**src/logic/tmr16_pkg.sv**
```systemverilog
/*
 * Shared constants for the 16-bit timer channel: register offsets, field
 * positions, reset values and the mode encodings.
 * Assumes a 32-bit APB register window with one aligned word per register.
 */
package tmr16_pkg;

  // =====================================================================
  // widths
  localparam int CNT_W   = 16;
  localparam int ADDR_W  = 8;
  localparam int DATA_W  = 32;
  localparam int PRESC_W = 8;

  // =====================================================================
  // register byte offsets
  localparam logic [ADDR_W-1:0] OFS_MODULE_CTRL = 8'h00;
  localparam logic [ADDR_W-1:0] OFS_RUN_CTRL    = 8'h04;
  localparam logic [ADDR_W-1:0] OFS_MODE        = 8'h08;
  localparam logic [ADDR_W-1:0] OFS_FLOP_CTRL   = 8'h0C;
  localparam logic [ADDR_W-1:0] OFS_IRQ_STATUS  = 8'h10;
  localparam logic [ADDR_W-1:0] OFS_IRQ_MASK    = 8'h14;
  localparam logic [ADDR_W-1:0] OFS_MATCH0      = 8'h18;
  localparam logic [ADDR_W-1:0] OFS_MATCH1      = 8'h1C;
  localparam logic [ADDR_W-1:0] OFS_CAPTURE0    = 8'h20;
  localparam logic [ADDR_W-1:0] OFS_CAPTURE1    = 8'h24;
  localparam logic [ADDR_W-1:0] OFS_COUNTER     = 8'h28;

  // =====================================================================
  // field positions
  localparam int MCTRL_EN_BIT  = 7;
  localparam int RUN_COUNT_BIT = 0;
  localparam int RUN_PRESC_BIT = 2;
  localparam int RUN_DBUF_BIT  = 7;
  localparam int MODE_CLK_LSB  = 0;
  localparam int MODE_CLE_BIT  = 2;
  localparam int MODE_CPM_LSB  = 3;
  localparam int MODE_SWCAP_BIT = 5;
  localparam int FFC_CMD_LSB   = 0;
  localparam int FFC_E0_BIT    = 2;
  localparam int FFC_E1_BIT    = 3;
  localparam int FFC_C0_BIT    = 4;
  localparam int FFC_C1_BIT    = 5;
  localparam int ST_MATCH0_BIT = 0;
  localparam int ST_MATCH1_BIT = 1;
  localparam int ST_OVF_BIT    = 2;
  localparam int ST_CAP1_BIT   = 3;
  localparam int ST_W          = 4;

  // =====================================================================
  // reset values and prescaler tap masks
  localparam logic [CNT_W-1:0] RST_MATCH = 16'h0000;
  localparam logic [ST_W-1:0]  RST_MASK  = 4'h0;
  localparam logic [PRESC_W-1:0] PRESC_MASK_DIV2  = 8'h01;
  localparam logic [PRESC_W-1:0] PRESC_MASK_DIV8  = 8'h07;
  localparam logic [PRESC_W-1:0] PRESC_MASK_DIV32 = 8'h1F;

  // =====================================================================
  // encodings
  typedef enum logic [1:0] {CLK_EXT0, CLK_DIV2, CLK_DIV8, CLK_DIV32}
    tmr16_clk_t;
  typedef enum logic [1:0] {CPM_OFF, CPM_IN0_IN1, CPM_IN0_BOTH, CPM_NBR}
    tmr16_cpm_t;
  typedef enum logic [1:0] {FF_TOGGLE, FF_SET, FF_CLEAR, FF_KEEP}
    tmr16_ffcmd_t;

endpackage : tmr16_pkg

```
**src/logic/tmr16_reg_if.sv**
```systemverilog
/*
 * Register access carrier between the APB slave and the timer core.
 * Assumes both ends sit in the pclk domain.
 */
`timescale 1ns/1ps
interface tmr16_reg_if;
  import tmr16_pkg::*;
  logic              wr_stb;   // access-phase write
  logic              rd_stb;   // access-phase read
  logic [ADDR_W-1:0] addr;
  logic [DATA_W-1:0] wdata;
  logic [DATA_W-1:0] rdata;    // core mux, combinational
  logic [DATA_W-1:0] rd_seen;  // value returned to the master
  logic              hit;      // address is mapped

  modport bus  (output wr_stb, rd_stb, addr, wdata, rd_seen,
                input rdata, hit);
  modport core (input wr_stb, rd_stb, addr, wdata, rd_seen,
                output rdata, hit);
endinterface : tmr16_reg_if

```
**src/logic/tmr16_apb.sv**
```systemverilog
/*
 * APB slave front end: zero wait states, read data latched in setup.
 * Assumes the core answers rdata and hit combinationally from addr.
 */
`timescale 1ns/1ps
module tmr16_apb
  import tmr16_pkg::*;
(
  input  wire logic                        pclk,
  input  wire logic                        presetn,
  input  wire logic                        psel,
  input  wire logic                        penable,
  input  wire logic                        pwrite,
  input  wire logic [tmr16_pkg::ADDR_W-1:0] paddr,
  input  wire logic [tmr16_pkg::DATA_W-1:0] pwdata,
  output logic      [tmr16_pkg::DATA_W-1:0] prdata,
  output logic                             pready,
  output logic                             pslverr,
  tmr16_reg_if.bus                         rif
);
  import tmr16_pkg::*;

  logic [DATA_W-1:0] rdata_q, rdata_d;

  // =====================================================================
  // strobes
  // writes and read side effects act only at the completing edge
  assign rif.wr_stb  = psel & penable & pwrite;
  assign rif.rd_stb  = psel & penable & ~pwrite;
  assign rif.addr    = paddr;
  assign rif.wdata   = pwdata;
  assign rif.rd_seen = rdata_q;
  assign pready      = 1'b1;
  assign pslverr     = psel & penable & ~rif.hit;
  assign prdata      = rdata_q;

  // read data sampled in the setup cycle, unmapped reads give zero
  always_comb begin
    rdata_d = rdata_q;
    if (psel & ~penable & ~pwrite) begin
      rdata_d = rif.hit ? rif.rdata : 32'h0000_0000;
    end
  end

  always_ff @(posedge pclk or negedge presetn) begin
    if (!presetn) begin
      rdata_q <= 32'h0000_0000;
    end else begin
      rdata_q <= rdata_d;
    end
  end

endmodule : tmr16_apb

```
**src/logic/tmr16_edge.sv**
```systemverilog
/*
 * Rise and fall detectors for a group of synchronous inputs.
 * Assumes inputs already synchronous to pclk.
 */
`timescale 1ns/1ps
module tmr16_edge #(
  parameter int N = 3
) (
  input  wire logic         pclk,
  input  wire logic         presetn,
  input  wire logic [N-1:0] level,
  output logic      [N-1:0] rise,
  output logic      [N-1:0] fall
);
  logic [N-1:0] prev_q, prev_d;

  // =====================================================================
  // one detector per input
  genvar i;
  generate
    for (i = 0; i < N; i++) begin : g_det
      assign rise[i] = level[i] & ~prev_q[i];
      assign fall[i] = ~level[i] & prev_q[i];
    end
  endgenerate

  always_comb begin
    prev_d = level;
  end

  // reset to low so an input high at release counts as a rising edge
  always_ff @(posedge pclk or negedge presetn) begin
    if (!presetn) begin
      prev_q <= '0;
    end else begin
      prev_q <= prev_d;
    end
  end

endmodule : tmr16_edge

```
**src/logic/tmr16_timer.sv**
```systemverilog
/*
 * 16-bit timer channel: up-counter on a prescaler tap or ext_input0,
 * two match registers with optional double buffer on match_reg0, a
 * toggle flop driving timer_out_pin, two capture registers and the
 * match, overflow and capture interrupt flags, all behind APB.
 * Assumes pins synchronous to pclk; neighbor_flop_trigger is the toggle
 * flop of another channel.
 */
// Our own choices: the placing of the registers and the APB slave port.
// Summary of operation
// - match1 hit raises match interrupt
// - event mode counts ext_input0 rising edges
// - software capture copies count into capture0
// - flop toggles on match0 or match1
// - double buffer loads match0 on match1
// - start level set by flop command
// - ext_input0 rise captures into capture0
// - mode 11 captures on neighbor flop edges
// - capture1 load raises capture interrupt
// - with e0 and e1 both set, same-tick match0 and match1 hits cancel
// - capture0 load may toggle the flop
// - no clear means free-running counter
// - width measure uses rise and fall captures
// - flop command toggle/set/clear, reads ones
// - clear enable zeroes counter on match1
// - capture modes 10 and 01 edge sources
// - status flags set, cleared by read
`timescale 1ns/1ps
module tmr16_timer
  import tmr16_pkg::*;
(
  input  wire logic                        pclk,
  input  wire logic                        presetn,
  input  wire logic                        psel,
  input  wire logic                        penable,
  input  wire logic                        pwrite,
  input  wire logic [tmr16_pkg::ADDR_W-1:0] paddr,
  input  wire logic [tmr16_pkg::DATA_W-1:0] pwdata,
  output logic      [tmr16_pkg::DATA_W-1:0] prdata,
  output logic                             pready,
  output logic                             pslverr,
  input  wire logic                        ext_input0,
  input  wire logic                        ext_input1,
  input  wire logic                        neighbor_flop_trigger,
  output logic                             timer_out_pin,
  output logic                             match_irq,
  output logic                             capture_irq
);
  import tmr16_pkg::*;

  // =====================================================================
  // register bus
  tmr16_reg_if rif ();

  tmr16_apb u_apb (
    .pclk    (pclk),
    .presetn (presetn),
    .psel    (psel),
    .penable (penable),
    .pwrite  (pwrite),
    .paddr   (paddr),
    .pwdata  (pwdata),
    .prdata  (prdata),
    .pready  (pready),
    .pslverr (pslverr),
    .rif     (rif)
  );

  // decode shared by all register writes
  function automatic logic is_wr(input logic [ADDR_W-1:0] ofs);
    is_wr = rif.wr_stb && (rif.addr == ofs);
  endfunction : is_wr

  // =====================================================================
  // pin edges: in0, in1, neighbor flop
  logic [2:0] rise, fall;

  tmr16_edge #(.N(3)) u_edge (
    .pclk    (pclk),
    .presetn (presetn),
    .level   ({neighbor_flop_trigger, ext_input1, ext_input0}),
    .rise    (rise),
    .fall    (fall)
  );

  // =====================================================================
  // control registers
  logic              en_q, en_d;
  logic              run_q, run_d;
  logic              presc_run_q, presc_run_d;
  logic              dbuf_q, dbuf_d;
  tmr16_clk_t        clk_sel_q, clk_sel_d;
  logic              clr_en_q, clr_en_d;
  tmr16_cpm_t        cpm_q, cpm_d;
  logic [3:0]        tog_en_q, tog_en_d;   // e0, e1, c0, c1
  logic [ST_W-1:0]   mask_q, mask_d;
  logic              sw_cap;
  tmr16_ffcmd_t      ff_cmd;
  logic              ff_cmd_wr;
  logic              wr_ok;

  // other registers ignore writes while the module is disabled
  assign wr_ok     = en_q;
  assign sw_cap    = is_wr(OFS_MODE) && wr_ok
                     && rif.wdata[MODE_SWCAP_BIT];
  assign ff_cmd    = tmr16_ffcmd_t'(rif.wdata[FFC_CMD_LSB +: 2]);
  assign ff_cmd_wr = is_wr(OFS_FLOP_CTRL) && wr_ok;

  always_comb begin
    en_d        = en_q;
    run_d       = run_q;
    presc_run_d = presc_run_q;
    dbuf_d      = dbuf_q;
    clk_sel_d   = clk_sel_q;
    clr_en_d    = clr_en_q;
    cpm_d       = cpm_q;
    tog_en_d    = tog_en_q;
    mask_d      = mask_q;
    if (is_wr(OFS_MODULE_CTRL)) begin
      en_d = rif.wdata[MCTRL_EN_BIT];
    end
    if (is_wr(OFS_RUN_CTRL) && wr_ok) begin
      run_d       = rif.wdata[RUN_COUNT_BIT];
      presc_run_d = rif.wdata[RUN_PRESC_BIT];
      dbuf_d      = rif.wdata[RUN_DBUF_BIT];
    end
    if (is_wr(OFS_MODE) && wr_ok) begin
      clk_sel_d = tmr16_clk_t'(rif.wdata[MODE_CLK_LSB +: 2]);
      clr_en_d  = rif.wdata[MODE_CLE_BIT];
      cpm_d     = tmr16_cpm_t'(rif.wdata[MODE_CPM_LSB +: 2]);
    end
    if (ff_cmd_wr) begin
      tog_en_d = rif.wdata[FFC_C1_BIT:FFC_E0_BIT];
    end
    if (is_wr(OFS_IRQ_MASK) && wr_ok) begin
      mask_d = rif.wdata[ST_W-1:0];
    end
  end

  always_ff @(posedge pclk or negedge presetn) begin
    if (!presetn) begin
      en_q        <= 1'b0;
      run_q       <= 1'b0;
      presc_run_q <= 1'b0;
      dbuf_q      <= 1'b0;
      clk_sel_q   <= CLK_EXT0;
      clr_en_q    <= 1'b0;
      cpm_q       <= CPM_OFF;
      tog_en_q    <= 4'h0;
      mask_q      <= RST_MASK;
    end else begin
      en_q        <= en_d;
      run_q       <= run_d;
      presc_run_q <= presc_run_d;
      dbuf_q      <= dbuf_d;
      clk_sel_q   <= clk_sel_d;
      clr_en_q    <= clr_en_d;
      cpm_q       <= cpm_d;
      tog_en_q    <= tog_en_d;
      mask_q      <= mask_d;
    end
  end

  // =====================================================================
  // prescaler and count tick
  logic [PRESC_W-1:0] presc_q, presc_d;
  logic [PRESC_W-1:0] tap_mask;
  logic               tick;

  always_comb begin
    case (clk_sel_q)
      CLK_DIV2:  tap_mask = PRESC_MASK_DIV2;
      CLK_DIV8:  tap_mask = PRESC_MASK_DIV8;
      CLK_DIV32: tap_mask = PRESC_MASK_DIV32;
      default:   tap_mask = '0;
    endcase
  end

  // stopping the prescaler also clears it, so restarts are aligned
  always_comb begin
    presc_d = presc_run_q ? presc_q + 8'h01 : 8'h00;
  end

  always_ff @(posedge pclk or negedge presetn) begin
    if (!presetn) begin
      presc_q <= 8'h00;
    end else begin
      presc_q <= presc_d;
    end
  end

  // event mode still needs the prescaler run bit set
  always_comb begin
    if (clk_sel_q == CLK_EXT0) begin
      tick = rise[0] & presc_run_q;
    end else begin
      tick = presc_run_q & ((presc_q & tap_mask) == tap_mask);
    end
    tick = tick & run_q & en_q;
  end

  // =====================================================================
  // up-counter and match registers
  logic [CNT_W-1:0] cnt_q, cnt_d;
  logic [CNT_W-1:0] m0_q, m0_d, m1_q, m1_d, buf0_q, buf0_d;
  logic [CNT_W-1:0] cnt_inc;
  logic             hit0, hit1, ovf;

  assign cnt_inc = cnt_q + 16'h0001;
  // a match is flagged on the tick that brings the count onto the value
  assign hit0 = tick && (cnt_inc == m0_q) && !(clr_en_q && cnt_q == m1_q);
  assign hit1 = tick && (cnt_inc == m1_q) && !(clr_en_q && cnt_q == m1_q);
  assign ovf  = tick && (cnt_q == 16'hFFFF)
                && !(clr_en_q && cnt_q == m1_q);

  always_comb begin
    cnt_d = cnt_q;
    if (!run_q) begin
      cnt_d = '0;
    end else if (tick) begin
      if (clr_en_q && cnt_q == m1_q) begin
        cnt_d = '0;
      end else begin
        cnt_d = cnt_inc;
      end
    end
  end

  // with the buffer on, match0 only changes at a match1 hit
  always_comb begin
    m0_d   = m0_q;
    m1_d   = m1_q;
    buf0_d = buf0_q;
    if (is_wr(OFS_MATCH0) && wr_ok) begin
      buf0_d = rif.wdata[CNT_W-1:0];
      if (!dbuf_q) begin
        m0_d = rif.wdata[CNT_W-1:0];
      end
    end
    if (is_wr(OFS_MATCH1) && wr_ok) begin
      m1_d = rif.wdata[CNT_W-1:0];
    end
    if (dbuf_q && hit1) begin
      m0_d = buf0_q;
    end
  end

  always_ff @(posedge pclk or negedge presetn) begin
    if (!presetn) begin
      cnt_q  <= '0;
      m0_q   <= RST_MATCH;
      m1_q   <= RST_MATCH;
      buf0_q <= RST_MATCH;
    end else begin
      cnt_q  <= cnt_d;
      m0_q   <= m0_d;
      m1_q   <= m1_d;
      buf0_q <= buf0_d;
    end
  end

  // =====================================================================
  // captures
  logic [CNT_W-1:0] cap0_q, cap0_d, cap1_q, cap1_d;
  logic             cap0_ev, cap1_ev;

  always_comb begin
    cap0_ev = sw_cap;
    cap1_ev = 1'b0;
    case (cpm_q)
      CPM_IN0_IN1: begin
        cap0_ev = cap0_ev | rise[0];
        cap1_ev = rise[1];
      end
      CPM_IN0_BOTH: begin
        cap0_ev = cap0_ev | rise[0];
        cap1_ev = fall[0];
      end
      CPM_NBR: begin
        cap0_ev = cap0_ev | rise[2];
        cap1_ev = fall[2];
      end
      default: begin
        cap1_ev = 1'b0;
      end
    endcase
    cap0_ev = cap0_ev & en_q;
    cap1_ev = cap1_ev & en_q;
  end

  always_comb begin
    cap0_d = cap0_ev ? cnt_q : cap0_q;
    cap1_d = cap1_ev ? cnt_q : cap1_q;
  end

  always_ff @(posedge pclk or negedge presetn) begin
    if (!presetn) begin
      cap0_q <= '0;
      cap1_q <= '0;
    end else begin
      cap0_q <= cap0_d;
      cap1_q <= cap1_d;
    end
  end

  // =====================================================================
  // toggle flop
  logic toggle_flop_q, toggle_flop_d;
  logic flop_hw_tog;

  assign flop_hw_tog = (hit0 & tog_en_q[0])
                     ^ (hit1 & tog_en_q[1])
                     ^ (cap0_ev & tog_en_q[2])
                     ^ (cap1_ev & tog_en_q[3]);

  // a toggle, set or clear command overrides a same-cycle hardware toggle
  always_comb begin
    toggle_flop_d = toggle_flop_q ^ flop_hw_tog;
    if (ff_cmd_wr) begin
      case (ff_cmd)
        FF_TOGGLE: toggle_flop_d = ~toggle_flop_q;
        FF_SET:    toggle_flop_d = 1'b1;
        FF_CLEAR:  toggle_flop_d = 1'b0;
        default:   toggle_flop_d = toggle_flop_q ^ flop_hw_tog;
      endcase
    end
  end

  always_ff @(posedge pclk or negedge presetn) begin
    if (!presetn) begin
      toggle_flop_q <= 1'b0;
    end else begin
      toggle_flop_q <= toggle_flop_d;
    end
  end

  assign timer_out_pin = toggle_flop_q;

  // =====================================================================
  // status flags and interrupt pulses
  logic [ST_W-1:0] st_q, st_d, st_set;
  logic            mirq_q, mirq_d, cirq_q, cirq_d;

  always_comb begin
    st_set                = '0;
    st_set[ST_MATCH0_BIT] = hit0;
    st_set[ST_MATCH1_BIT] = hit1;
    st_set[ST_OVF_BIT]    = ovf;
    st_set[ST_CAP1_BIT]   = cap1_ev;
  end

  // only the bits the master saw are cleared; a new set wins
  always_comb begin
    st_d = st_q;
    if (rif.rd_stb && rif.addr == OFS_IRQ_STATUS) begin
      st_d = st_q & ~rif.rd_seen[ST_W-1:0];
    end
    st_d   = st_d | st_set;
    mirq_d = |(st_set[ST_OVF_BIT:ST_MATCH0_BIT]
               & ~mask_q[ST_OVF_BIT:ST_MATCH0_BIT]);
    cirq_d = cap1_ev & ~mask_q[ST_CAP1_BIT];
  end

  always_ff @(posedge pclk or negedge presetn) begin
    if (!presetn) begin
      st_q   <= '0;
      mirq_q <= 1'b0;
      cirq_q <= 1'b0;
    end else begin
      st_q   <= st_d;
      mirq_q <= mirq_d;
      cirq_q <= cirq_d;
    end
  end

  assign match_irq   = mirq_q;
  assign capture_irq = cirq_q;

  // =====================================================================
  // read mux
  always_comb begin
    rif.rdata = 32'h0000_0000;
    rif.hit   = 1'b1;
    case (rif.addr)
      OFS_MODULE_CTRL: rif.rdata[MCTRL_EN_BIT] = en_q;
      OFS_RUN_CTRL: begin
        rif.rdata[RUN_COUNT_BIT] = run_q;
        rif.rdata[RUN_PRESC_BIT] = presc_run_q;
        rif.rdata[RUN_DBUF_BIT]  = dbuf_q;
      end
      OFS_MODE: begin
        rif.rdata[MODE_CLK_LSB +: 2] = clk_sel_q;
        rif.rdata[MODE_CLE_BIT]      = clr_en_q;
        rif.rdata[MODE_CPM_LSB +: 2] = cpm_q;
        rif.rdata[MODE_SWCAP_BIT]    = 1'b1;
      end
      OFS_FLOP_CTRL: begin
        rif.rdata[FFC_CMD_LSB +: 2]       = FF_KEEP;
        rif.rdata[FFC_C1_BIT:FFC_E0_BIT] = tog_en_q;
      end
      OFS_IRQ_STATUS: rif.rdata[ST_W-1:0]  = st_q;
      OFS_IRQ_MASK:   rif.rdata[ST_W-1:0]  = mask_q;
      OFS_MATCH0:     rif.rdata[CNT_W-1:0] = dbuf_q ? buf0_q : m0_q;
      OFS_MATCH1:     rif.rdata[CNT_W-1:0] = m1_q;
      OFS_CAPTURE0:   rif.rdata[CNT_W-1:0] = cap0_q;
      OFS_CAPTURE1:   rif.rdata[CNT_W-1:0] = cap1_q;
      OFS_COUNTER:    rif.rdata[CNT_W-1:0] = cnt_q;
      default:        rif.hit = 1'b0;
    endcase
  end

endmodule : tmr16_timer

```
**config.mk**
```make
export PLATFORM = sky130hd
export DESIGN_NAME = tmr16_timer
export DESIGN_NICKNAME = d
export VERILOG_FILES = /design/src/logic/tmr16_pkg.sv /design/src/logic/tmr16_reg_if.sv /design/src/logic/tmr16_apb.sv /design/src/logic/tmr16_edge.sv /design/src/logic/tmr16_timer.sv
export SDC_FILE = /design/constraint.sdc
export NUM_CORES = 1
export LEC_CHECK = 0
export BUFFER_PORTS_ARGS = -buffer_cell sky130_fd_sc_hd__buf_2
export CAP_MARGIN = 20
export CORE_MARGIN = 1
export CORE_UTILIZATION = 30
export CTS_CLUSTER_SIZE = 40
export DETAILED_ROUTE_END_ITERATION = 8
export GPL_TIMING_DRIVEN = 0
export PLACE_DENSITY = 0.59
export SETUP_SLACK_MARGIN = 0.5
export SYNTH_ARGS = -nofsm -noshare
export SYNTH_HDL_FRONTEND = slang
export SYNTH_SLANG_ARGS = --single-unit
```
**constraint.sdc**
```tcl
create_clock -name pclk -period 3.41 [get_ports pclk]
set_input_delay 1.023 -clock pclk [delete_from_list [all_inputs] [get_ports pclk]]
set_output_delay 1.023 -clock pclk [all_outputs]
set_load 0.03 [all_outputs]
```
==> results.json, run 1 <==
{
  "outcome": "finished with violations",
  "violations": "DRC",
  "syn_to_final_growth_pct": 25.0,
  "antenna_found_initial": 0,
  "drtIter0Drc": 618,
  "syn_area_per_cell_um2": 10.4,
  "max-clock-path-buffers": 2,
  "power_density_nw_per_um2": 373,
  "coreArea_um2": 26100,
  "cp_slowest_stage_delay_ns": 0.56,
  "wl_um": 25300,
  "pwr-share-seq": 0.457,
  "io_buffers": 51,
  "critPathRequiredTime_ns": 3.74,
  "rows": 59,
  "synth-simple-area-share": 0.146,
  "vias": 6719,
  "timing.fmax_ghz": 0.295,
  "viasPerCell": 5.44,
  "track_usage": 0.188,
  "cpMostUsedCell": "or4_4",
  "route.detailed.drc": 6,
  "fillCellCount": 2610,
  "layout_setup_ws_ns": 0.0219,
  "end_kind": "flop",
  "maxSlewHeadroom": 0.360,
  "insertion_delay_ns": 0.44,
  "seq_area_frac_synth": 0.449,
  "cts_made_buffers": 17,
  "tns_ns": 0,
  "hold_slack_ns": 0.472,
  "overflow": 0,
  "ys_warn_count": 0,
  "yosysUniqueCellTypes": 74,
  "synth-edff-count": 0,
  "finalCritPeriodShare": 0.994,
  "fin_area_um2": 10000,
  "clkPwrFrac": 0.502,
  "pwr-share-comb": 0.040,
  "firstDrtPassIters": 7,
  "synthMuxAreaShare": 0.130,
  "clkTransAtPathRegs_ns": 0.07,
  "detail-route-antenna-nets": 0,
  "synth_top_area_cell": "dfrtp_1",
  "pre_cts_slack_ns": -0.254,
  "net-switching-power_mw": 0.905,
  "start_kind": "flop",
  "cts_root_buf": "clkbuf_16",
  "gp_congestion": 0.893,
  "cts_tree": "yes",
  "die_h_um": 166,
  "synthArstFlopShare": 1.00,
  "ys_seq_elements": 144,
  "slew_viol_final": 0,
  "fin_nets": 938,
  "synth_xor_area_frac": 0.0628,
  "cp_cell_sequence": "ha_2 -> buf_6 -> nand4_1 -> or4_4 -> buf_8 -> xor2_1 -> o211ai_1 -> or4b_4 -> or4_4 -> buf_12 -> o32a_1 -> o21a_1",
  "cts.sink_count": 144,
  "h-tree-depth": 4,
  "dpl_cell_area_um2": 8950,
  "dp_hpwl_um": 18400,
  "path_max_fanout": 9,
  "wl_per_cell_um": 20.5,
  "finalSetupViolations": 0,
  "p_int_mw": 2.84,
  "grt_max_degree": 74,
  "synth_cells": 773,
  "hold_path.class": "flop to flop",
  "tightest_slew_ns": 0.960,
  "post-route-util": 0.384,
  "rsz0062_at_grt": "true",
  "die_x_um": 166,
  "synth_top_area_frac": 0.449,
  "ir_drop_mv": 0.245,
  "n_antenna_cell": 0,
  "pin_count": 85,
  "ys_top_cells_by_area": "dfrtp_1 45%, mux2_2 11%, xnor2_1 3.6%, nand2_1 2.9%, o21ai_0 2.6%",
  "synth_compound_area_frac": 0.158,
  "hold_viol_final": 0,
  "clock_skew_ns": 0.00751,
  "period_minus_slack_ns": 3.39,
  "drv_cap": 0,
  "grt_pass1_vias": 6441,
  "cp.arrival_ns": 3.72,
  "p_leak_nw": 4.57,
  "synth-adder-area-share": 0.00312,
  "final_layout_size_suffix_gt1_frac": 0.331,
  "power.share.switching": 0.242,
  "ys.flop_type": "dfrtp_1",
  "synth_top_family_by_area": "compound AO/OA/AOI/OAI gates",
  "grt_pass1_wl_um": 39200,
  "crit_slowest_cell": "or4b_4",
  "synth_area_um2": 8030,
  "critPathKind": "flop to flop",
  "die_area_um2": 27400,
  "start_util": 0.307
}
[sequential cells by signal, summed over array words and instances, names as in the netlist]
name	count
st_q	4
cpm_q	2
run_q	1
dbuf_q	1
clr_en_q	1
cap1_q	16
cap0_q	16
clk_sel_q	2
en_q	1
cnt_q	16
buf0_q	16
tog_en_q	4
timer_out_pin	1
presc_q	5
u_apb.prdata	16
mask_q	4
m0_q	16
presc_run_q	1
capture_irq	1
u_edge.prev_q	3
m1_q	16
match_irq	1
[power groups by stage]
stage / logic [mW] / registers, mW / clock network [mW]
floorplan: 0.0614 / 1.74 / 0
global placement: 0.139 / 1.74 / 0
detailed placement: 0.145 / 1.74 / 0
CTS: 0.150 / 1.71 / 1.91
global route: 0.166 / 1.71 / 1.98
finish: 0.151 / 1.71 / 1.88
[critical path, delay by kind of cell, from the launching register on]
family                   cells  cell delay [ns]
AO/OA/AOI/OAI                3             0.49
buffers and inverters        3             0.39
XOR/XNOR                     1             0.13
AND/OR/NAND/NOR              4             1.74
flip-flops                   1             0.35
adder cells (fa/ha/maj)      1             0.17
[kinds of logic after synthesis]
family | Yosys count
and+or+nand+nor | 225
other | 2
AOI/OAI and AO/OA | 172
xor gates and xnor gates | 56
buffers and inverters | 78
muxes | 94
adders and majority gates | 2
DFF | 144
[area by class of cell]
| class | count | area (µm²) | share of cell area |
|---|---|---|---|
| multi-input combinational | 566 | 4330 | 0.432 |
| sequential | 144 | 3600 | 0.359 |
| timing repair buffer | 81 | 604 | 0.0602 |
| buffer | 65 | 442 | 0.0440 |
| clock buffer | 17 | 425 | 0.0424 |
| tap | 335 | 419 | 0.0418 |
| clock inverter | 15 | 159 | 0.0158 |
| inverter | 13 | 48.8 | 0.00486 |
[Yosys cell counts (6+ instances only)]
| cell | n |
|---|---|
| buf_4 | 21 |
| o21ai_0 | 41 |
| a21oi_1 | 9 |
| o21a_1 | 10 |
| a22o_1 | 14 |
| o31ai_1 | 6 |
| o32a_1 | 9 |
| and2_1 | 9 |
| mux2_2 | 82 |
| nor2_1 | 53 |
| a22oi_1 | 17 |
| xor2_1 | 22 |
| inv_1 | 13 |
| nor4_1 | 7 |
| nand4_1 | 8 |
| nand3_1 | 19 |
| nand2_1 | 62 |
| nand2b_1 | 6 |
| buf_2 | 7 |
| dfrtp_1 | 144 |
| clkbuf_1 | 30 |
| mux2i_1 | 12 |
| nor3_1 | 12 |
| a21o_1 | 6 |
| xnor2_1 | 33 |
| a221oi_1 | 17 |
[what timing repair did]
action | 4_1_cts | 5_1_grt
endpoints found under the setup margin | 66 | 62
gates resized for setup | 38 | 32
hold buffers | 0 | 0
pin swaps | 10 | 12
buffers inserted | 17 | 11
cloned | 1 | 0
[metrics by stage]
| step | cells | power (mW) |
|---|---|---|
| 6_report | 1236 | 3.74 |
| 5_1_grt | 1236 | 3.85 |
| 4_1_cts | 1225 | 3.77 |
| 3_5_place_dp | 1175 | 1.89 |
| 3_3_place_gp | 1174 | 1.88 |
| 2_1_floorplan | 788 | 1.81 |
[final timing paths]
path,start,to,slack [ns],cells past startpoint
worst max-delay path,cnt_q[0]$_DFFE_PN0P_,m0_q[5]$_DFFE_PN0P_,0.02,12
worst min-delay path,st_q[0]$_DFF_PN0_,st_q[0]$_DFF_PN0_,0.47,2
worst max register to register,cnt_q[0]$_DFFE_PN0P_,m0_q[5]$_DFFE_PN0P_,0.02,12
max in group asynchronous,presetn,cnt_q[15]$_DFFE_PN0P_,2.02,2
worst min register to register,st_q[0]$_DFF_PN0_,st_q[0]$_DFF_PN0_,0.47,2
min in group asynchronous,presetn,presc_q[2]$_DFF_PN0_,0.59,1
[placed cells by master (no fill, tap or decap), drive strengths merged, types with 7 or more instances in the layout]
master  instances
o21a           10
dfrtp         144
nand3          20
inv            16
nor2           53
o32a            9
nand2          63
nand4           8
mux2i          12
nor4            8
a221oi         17
clkbuf         47
xnor2          33
clkinv          7
nor3           13
a21oi           9
and2            9
a22o           14
xor2           22
conb           17
mux2           82
buf           116
o21ai          41
a22oi          17
[routing by layer]
metal	track usage	routed length, µm	up-vias
met5	0	0	-
met4	0.0707	658	0
met1	0.255	11300	3340
li1	-	-	3060
met2	0.296	11800	271
met3	0.0358	1550	48
(Power assumes the default switching activity.)
==> inputs of run 2 (changes only) <==
--- a/config.mk
+++ b/config.mk
@@ -9,6 +9,7 @@
 export CAP_MARGIN = 20
 export CORE_MARGIN = 1
 export CORE_UTILIZATION = 30
+export CTS_BUF_LIST = sky130_fd_sc_hd__clkbuf_2
 export CTS_CLUSTER_SIZE = 40
 export DETAILED_ROUTE_END_ITERATION = 8
 export GPL_TIMING_DRIVEN = 0
==> results.json, run 2 (synthesized netlist as in run 1, its figures left out) <==
{
  "cts_root_buf": "clkbuf_2",
  "io_buffers": 51,
  "wl_um": 25200,
  "violations": "DRC, setup timing",
  "vias": 6640,
  "period_minus_slack_ns": 3.43,
  "placed_cells_incl_taps": 1175,
  "drtIter0Drc": 640,
  "fin_nets": 935,
  "critPathRequiredTime_ns": 4.07,
  "pin_count": 85,
  "h-tree-depth": 4,
  "clkTransAtPathRegs_ns": 0.29,
  "coreArea_um2": 26100,
  "die_x_um": 166,
  "timing.fmax_ghz": 0.291,
  "start_util": 0.307,
  "final_cell_mix": "144 x dfrtp_1, 78 x mux2_2, 60 x nand2_1, 54 x buf_2, 50 x nor2_1",
  "die_area_um2": 27400,
  "syn_to_final_growth_pct": 19.6,
  "start_kind": "flop",
  "tightest_slew_ns": 1.07,
  "hold_slack_ns": 0.201,
  "track_usage": 0.186,
  "ir_drop_mv": 0.203,
  "firstDrtPassIters": 7,
  "viasPerCell": 5.38,
  "cp_slowest_stage_delay_ns": 0.56,
  "wl_per_cell_um": 20.4,
  "detail-route-antenna-nets": 0,
  "antenna_found_initial": 1,
  "drv_cap": 0,
  "die_h_um": 166,
  "insertion_delay_ns": 0.79,
  "rows": 59,
  "final_common_cell": "dfrtp_1",
  "end_kind": "flop",
  "outcome": "finished with violations",
  "p_leak_nw": 4.38,
  "reg2reg_setup_slack_ns": -0.02,
  "hold_path.class": "input port to asynchronous set/reset pin",
  "final-instance-count-excl-fill": 1234,
  "grt_max_degree": 74,
  "overflow": 0,
  "finalSetupViolations": 8,
  "final_layout_size_suffix_gt1_frac": 0.317,
  "startpoint": "cnt_q[0]$_DFFE_PN0P_",
  "layout_setup_ws_ns": -0.0233,
  "finalCritPeriodShare": 1.01,
  "max-clock-path-buffers": 2,
  "rsz0062_at_grt": "true",
  "clock_skew_ns": 0.0552,
  "cp_cell_sequence": "ha_2 -> buf_6 -> nand4_1 -> or4_4 -> buf_8 -> xor2_1 -> o211ai_1 -> or4b_4 -> or4_4 -> buf_8 -> o32a_1 -> o21a_1",
  "slew_viol_final": 0,
  "path_max_fanout": 9,
  "cts_tree": "yes",
  "cts_made_buffers": 17,
  "crit_slowest_cell": "or4_4",
  "power_density_nw_per_um2": 303,
  "critPathKind": "flop to flop",
  "cp.arrival_ns": 4.10,
  "grt_pass1_wl_um": 39100,
  "hold_viol_final": 0,
  "maxSlewHeadroom": 0.283,
  "dp_hpwl_um": 18400,
  "grt_pass1_vias": 6405,
  "hold_buffers": 0,
  "cts.sink_count": 144,
  "route.detailed.drc": 6,
  "r2r_start": "cnt_q[0]$_DFFE_PN0P_",
  "gp_congestion": 0.893
}
==> run 2: cell types whose count changed in the layout (fill, tap and decap cells not counted), moves of 2 or more <==
cell,delta
clkbuf_16,-17
clkbuf_2,+13
clkbuf_1,+4
buf_6,-3
buf_12,-2
nand2_1,+2
nand2_2,-2
nor2_4,-2
nor3_1,+2
nor3_2,-2
==> run 2: worst paths after layout <==
path	end	depth (start not counted)
setup / recovery	m0_q[14]$_DFFE_PN0P_	12
hold / removal	buf0_q[4]$_DFFE_PN0P_	1
setup reg to reg	m0_q[14]$_DFFE_PN0P_	12
hold reg to reg	capture_irq$_DFF_PN0_	1
max in group asynchronous	cnt_q[9]$_DFFE_PN0P_	2
min in group pclk	u_edge.prev_q[1]$_DFF_PN0_	1
==> run 2: layout make-up <==
type / instances / area [µm²]
fillers: 2674 / 16500
multi-input cells: 566 / 4300
flip-flops and latches: 144 / 3600
repair buffers: 78 / 558
plain buffers: 65 / 432
well taps: 335 / 419
clock inverters: 15 / 159
clock buffers: 17 / 85.1
inverters: 13 / 48.8
diodes: 1 / 2.50
==> run 2: through the flow <==
| stage | total power [mW] | worst slack, ns | area (µm²) | util | setup TNS (ns) |
|---|---|---|---|---|---|
| final | 2.91 | -0.0233 | 9610 | 0.368 | -0.120 |
| after global routing | 3.02 | -0.112 | 9610 | 0.368 | -0.922 |
| after detailed placement | 1.89 | -0.254 | 8950 | 0.343 | -6.55 |
| after CTS | 2.94 | -0.0169 | 9520 | 0.364 | -0.0335 |
| after global placement | 1.88 | -0.901 | 8920 | 0.341 | -134.21 |
| after floorplan | 1.81 | 0.102 | 8240 | - | 0 |
==> run 2: repair_timing <==
item,CTS,global route
gates resized for setup,32,20
cloned,1,0
pin swaps,8,4
buffers inserted,22,3
endpoints found under the setup margin,32,47
==> run 2: metal layers <==
metal | share of wire | global-route usage | wire, µm | up-vias
met4 | 0.028 | 0.0735 | 697 | 0
li1 | - | - | - | 3049
met3 | 0.063 | 0.0337 | 1590 | 38
met1 | 0.45 | 0.254 | 11300 | 3282
met5 | 0 | 0 | 0 | -
met2 | 0.46 | 0.293 | 11600 | 271
==> run 2: critical path: cells and delay by family, from the launching register on <==
kind                     cells  cell delay [ns]
AO/OA/AOI/OAI                3             0.48
XOR/XNOR                     1             0.12
adder cells (fa/ha/maj)      1             0.17
buffers and inverters        3             0.39
flip-flops                   1             0.41
AND/OR/NAND/NOR              4             1.75
==> run 2: power by group <==
part	switching, mW	total (mW)	internal (mW)
registers	0.00155	1.71	1.71
logic	0.104	0.151	0.0467
clock network	0.706	1.05	0.343
==> inputs of run 3 (changes only) <==
--- a/config.mk
+++ b/config.mk
@@ -14,6 +14,7 @@
 export DETAILED_ROUTE_END_ITERATION = 8
 export GPL_TIMING_DRIVEN = 0
 export PLACE_DENSITY = 0.59
+export REMOVE_ABC_BUFFERS = 1
 export SETUP_SLACK_MARGIN = 0.5
 export SYNTH_ARGS = -nofsm -noshare
 export SYNTH_HDL_FRONTEND = slang
==> results.json, run 3 (synthesized netlist as in run 1, its figures left out) <==
{
  "h-tree-depth": 4,
  "track_usage": 0.177,
  "hold_buffers": 0,
  "die_h_um": 166,
  "layout_setup_ws_ns": 0.111,
  "antenna_found_initial": 1,
  "m1WireLength_um": 10400,
  "coreArea_um2": 26100,
  "vias": 6555,
  "finalSetupViolations": 0,
  "drv_cap": 0,
  "gp_congestion": 0.905,
  "violations": "DRC",
  "rows": 59,
  "finalCritPeriodShare": 0.968,
  "timing.fmax_ghz": 0.303,
  "rsz0062_at_grt": "true",
  "wl_um": 24000,
  "hold_slack_ns": 0.254,
  "die_x_um": 166,
  "fin_area_um2": 9410,
  "clock_skew_ns": 0.0348,
  "ir_drop_mv": 0.133,
  "end_kind": "flop",
  "insertion_delay_ns": 0.78,
  "p_total_mw": 3.04,
  "hold_viol_final": 0,
  "hold_path.class": "input port to asynchronous set/reset pin",
  "overflow": 0,
  "final_common_cell": "dfrtp_1",
  "critPathRequiredTime_ns": 4.11,
  "grt_max_degree": 81,
  "critPathKind": "flop to flop",
  "grt_pass1_wl_um": 37500,
  "met2WireLength_um": 11300,
  "dp_hpwl_um": 16400,
  "start_kind": "flop",
  "clkTransAtPathRegs_ns": 0.24,
  "tns_ns": 0,
  "pre_cts_slack_ns": -1.22,
  "power_density_nw_per_um2": 323,
  "period_minus_slack_ns": 3.30,
  "cts.sink_count": 144,
  "dpl_cell_area_um2": 8530,
  "path_max_fanout": 5,
  "outcome": "finished with violations",
  "drtIter0Drc": 592,
  "viasPerCell": 5.47,
  "die_area_um2": 27400,
  "cts_root_buf": "clkbuf_2",
  "top_layer_used": "met4",
  "max-clock-path-buffers": 2,
  "final_cell_mix": "130 x dfrtp_1, 82 x mux2_2, 61 x nand2_1, 50 x nor2_1, 47 x buf_2",
  "cts_tree": "yes",
  "syn_to_final_growth_pct": 17.2,
  "pin_count": 85,
  "final_layout_size_suffix_gt1_frac": 0.321,
  "grt_pass1_vias": 6510,
  "wl_per_cell_um": 20.0,
  "start_util": 0.307,
  "route.detailed.drc": 18,
  "detail-route-antenna-nets": 0,
  "slew_viol_final": 0,
  "io_buffers": 51,
  "tightest_slew_ns": 1.06,
  "wl_met3_um": 1490,
  "firstDrtPassIters": 9,
  "fin_nets": 900,
  "p_leak_nw": 4.27,
  "maxSlewHeadroom": 0.291,
  "cts_made_buffers": 17,
  "cp.arrival_ns": 4.00
}
run 3: stage by stage:
stage,util,std cells
after floorplan,-,723
after global placement,0.322,1109
after detailed placement,0.327,1117
after CTS,0.354,1185
after global routing,0.360,1199
final,0.360,1199
run 3: power breakdown:
group          internal [mW]  leakage, nW  switching, mW
combinational         0.0284         2.13         0.0978
sequential              1.71         1.97        0.00140
clock                  0.493        0.163          0.707
run 3: path summary, 6_finish.rpt:
| kind | to | slack [ns] | start | cells past startpoint |
|---|---|---|---|---|
| min in group pclk | u_edge.prev_q[1]$_DFF_PN0_ | 0.35 | ext_input1 | 1 |
| max in group asynchronous | cnt_q[11]$_DFFE_PN0P_ | 2.34 | presetn | 2 |
| max reg2reg | m0_q[5]$_DFFE_PN0P_ | 0.11 | cnt_q[1]$_DFFE_PN0P_ | 9 |
| min reg2reg | capture_irq$_DFF_PN0_ | 0.50 | mask_q[3]$_DFFE_PN0P_ | 1 |
| max | m0_q[5]$_DFFE_PN0P_ | 0.11 | cnt_q[1]$_DFFE_PN0P_ | 9 |
| min | presc_q[2]$_DFF_PN0_ | 0.25 | presetn | 1 |
run 3: what timing repair did:
action                     CTS  global route
cloned                       1             0
setup endpoints to repair   48            20
gates resized for setup     46            12
hold endpoints to repair     0             0
setup buffers               35            13
pin swaps                   12            10
run 3: layer usage:
| layer | track usage | vias up |
|---|---|---|
| li1 | - | 2975 |
| met1 | 0.228 | 3292 |
| met2 | 0.289 | 245 |
| met3 | 0.0346 | 43 |
| met4 | 0.0788 | 0 |
| met5 | 0 | - |
run 3: area by class of cell:
cell class / count / area [µm²]
fillers: 2619 / 16700
multi-input cells: 567 / 4270
flip-flops and latches: 144 / 3620
repair buffers: 107 / 766
well taps: 335 / 419
clock inverters: 15 / 206
clock buffers: 17 / 85.1
inverters: 13 / 48.8
diodes: 1 / 2.50
run 3: critical path, cell delays in order (launching register included):
cell	delay (ns)
dfrtp_2	0.46
ha_4	0.15
nand4_1	0.17
or4_4	0.56
xor2_1	0.16
o211ai_1	0.12
or4b_4	0.55
or4_4	0.63
o32a_1	0.32
o21a_1	0.10
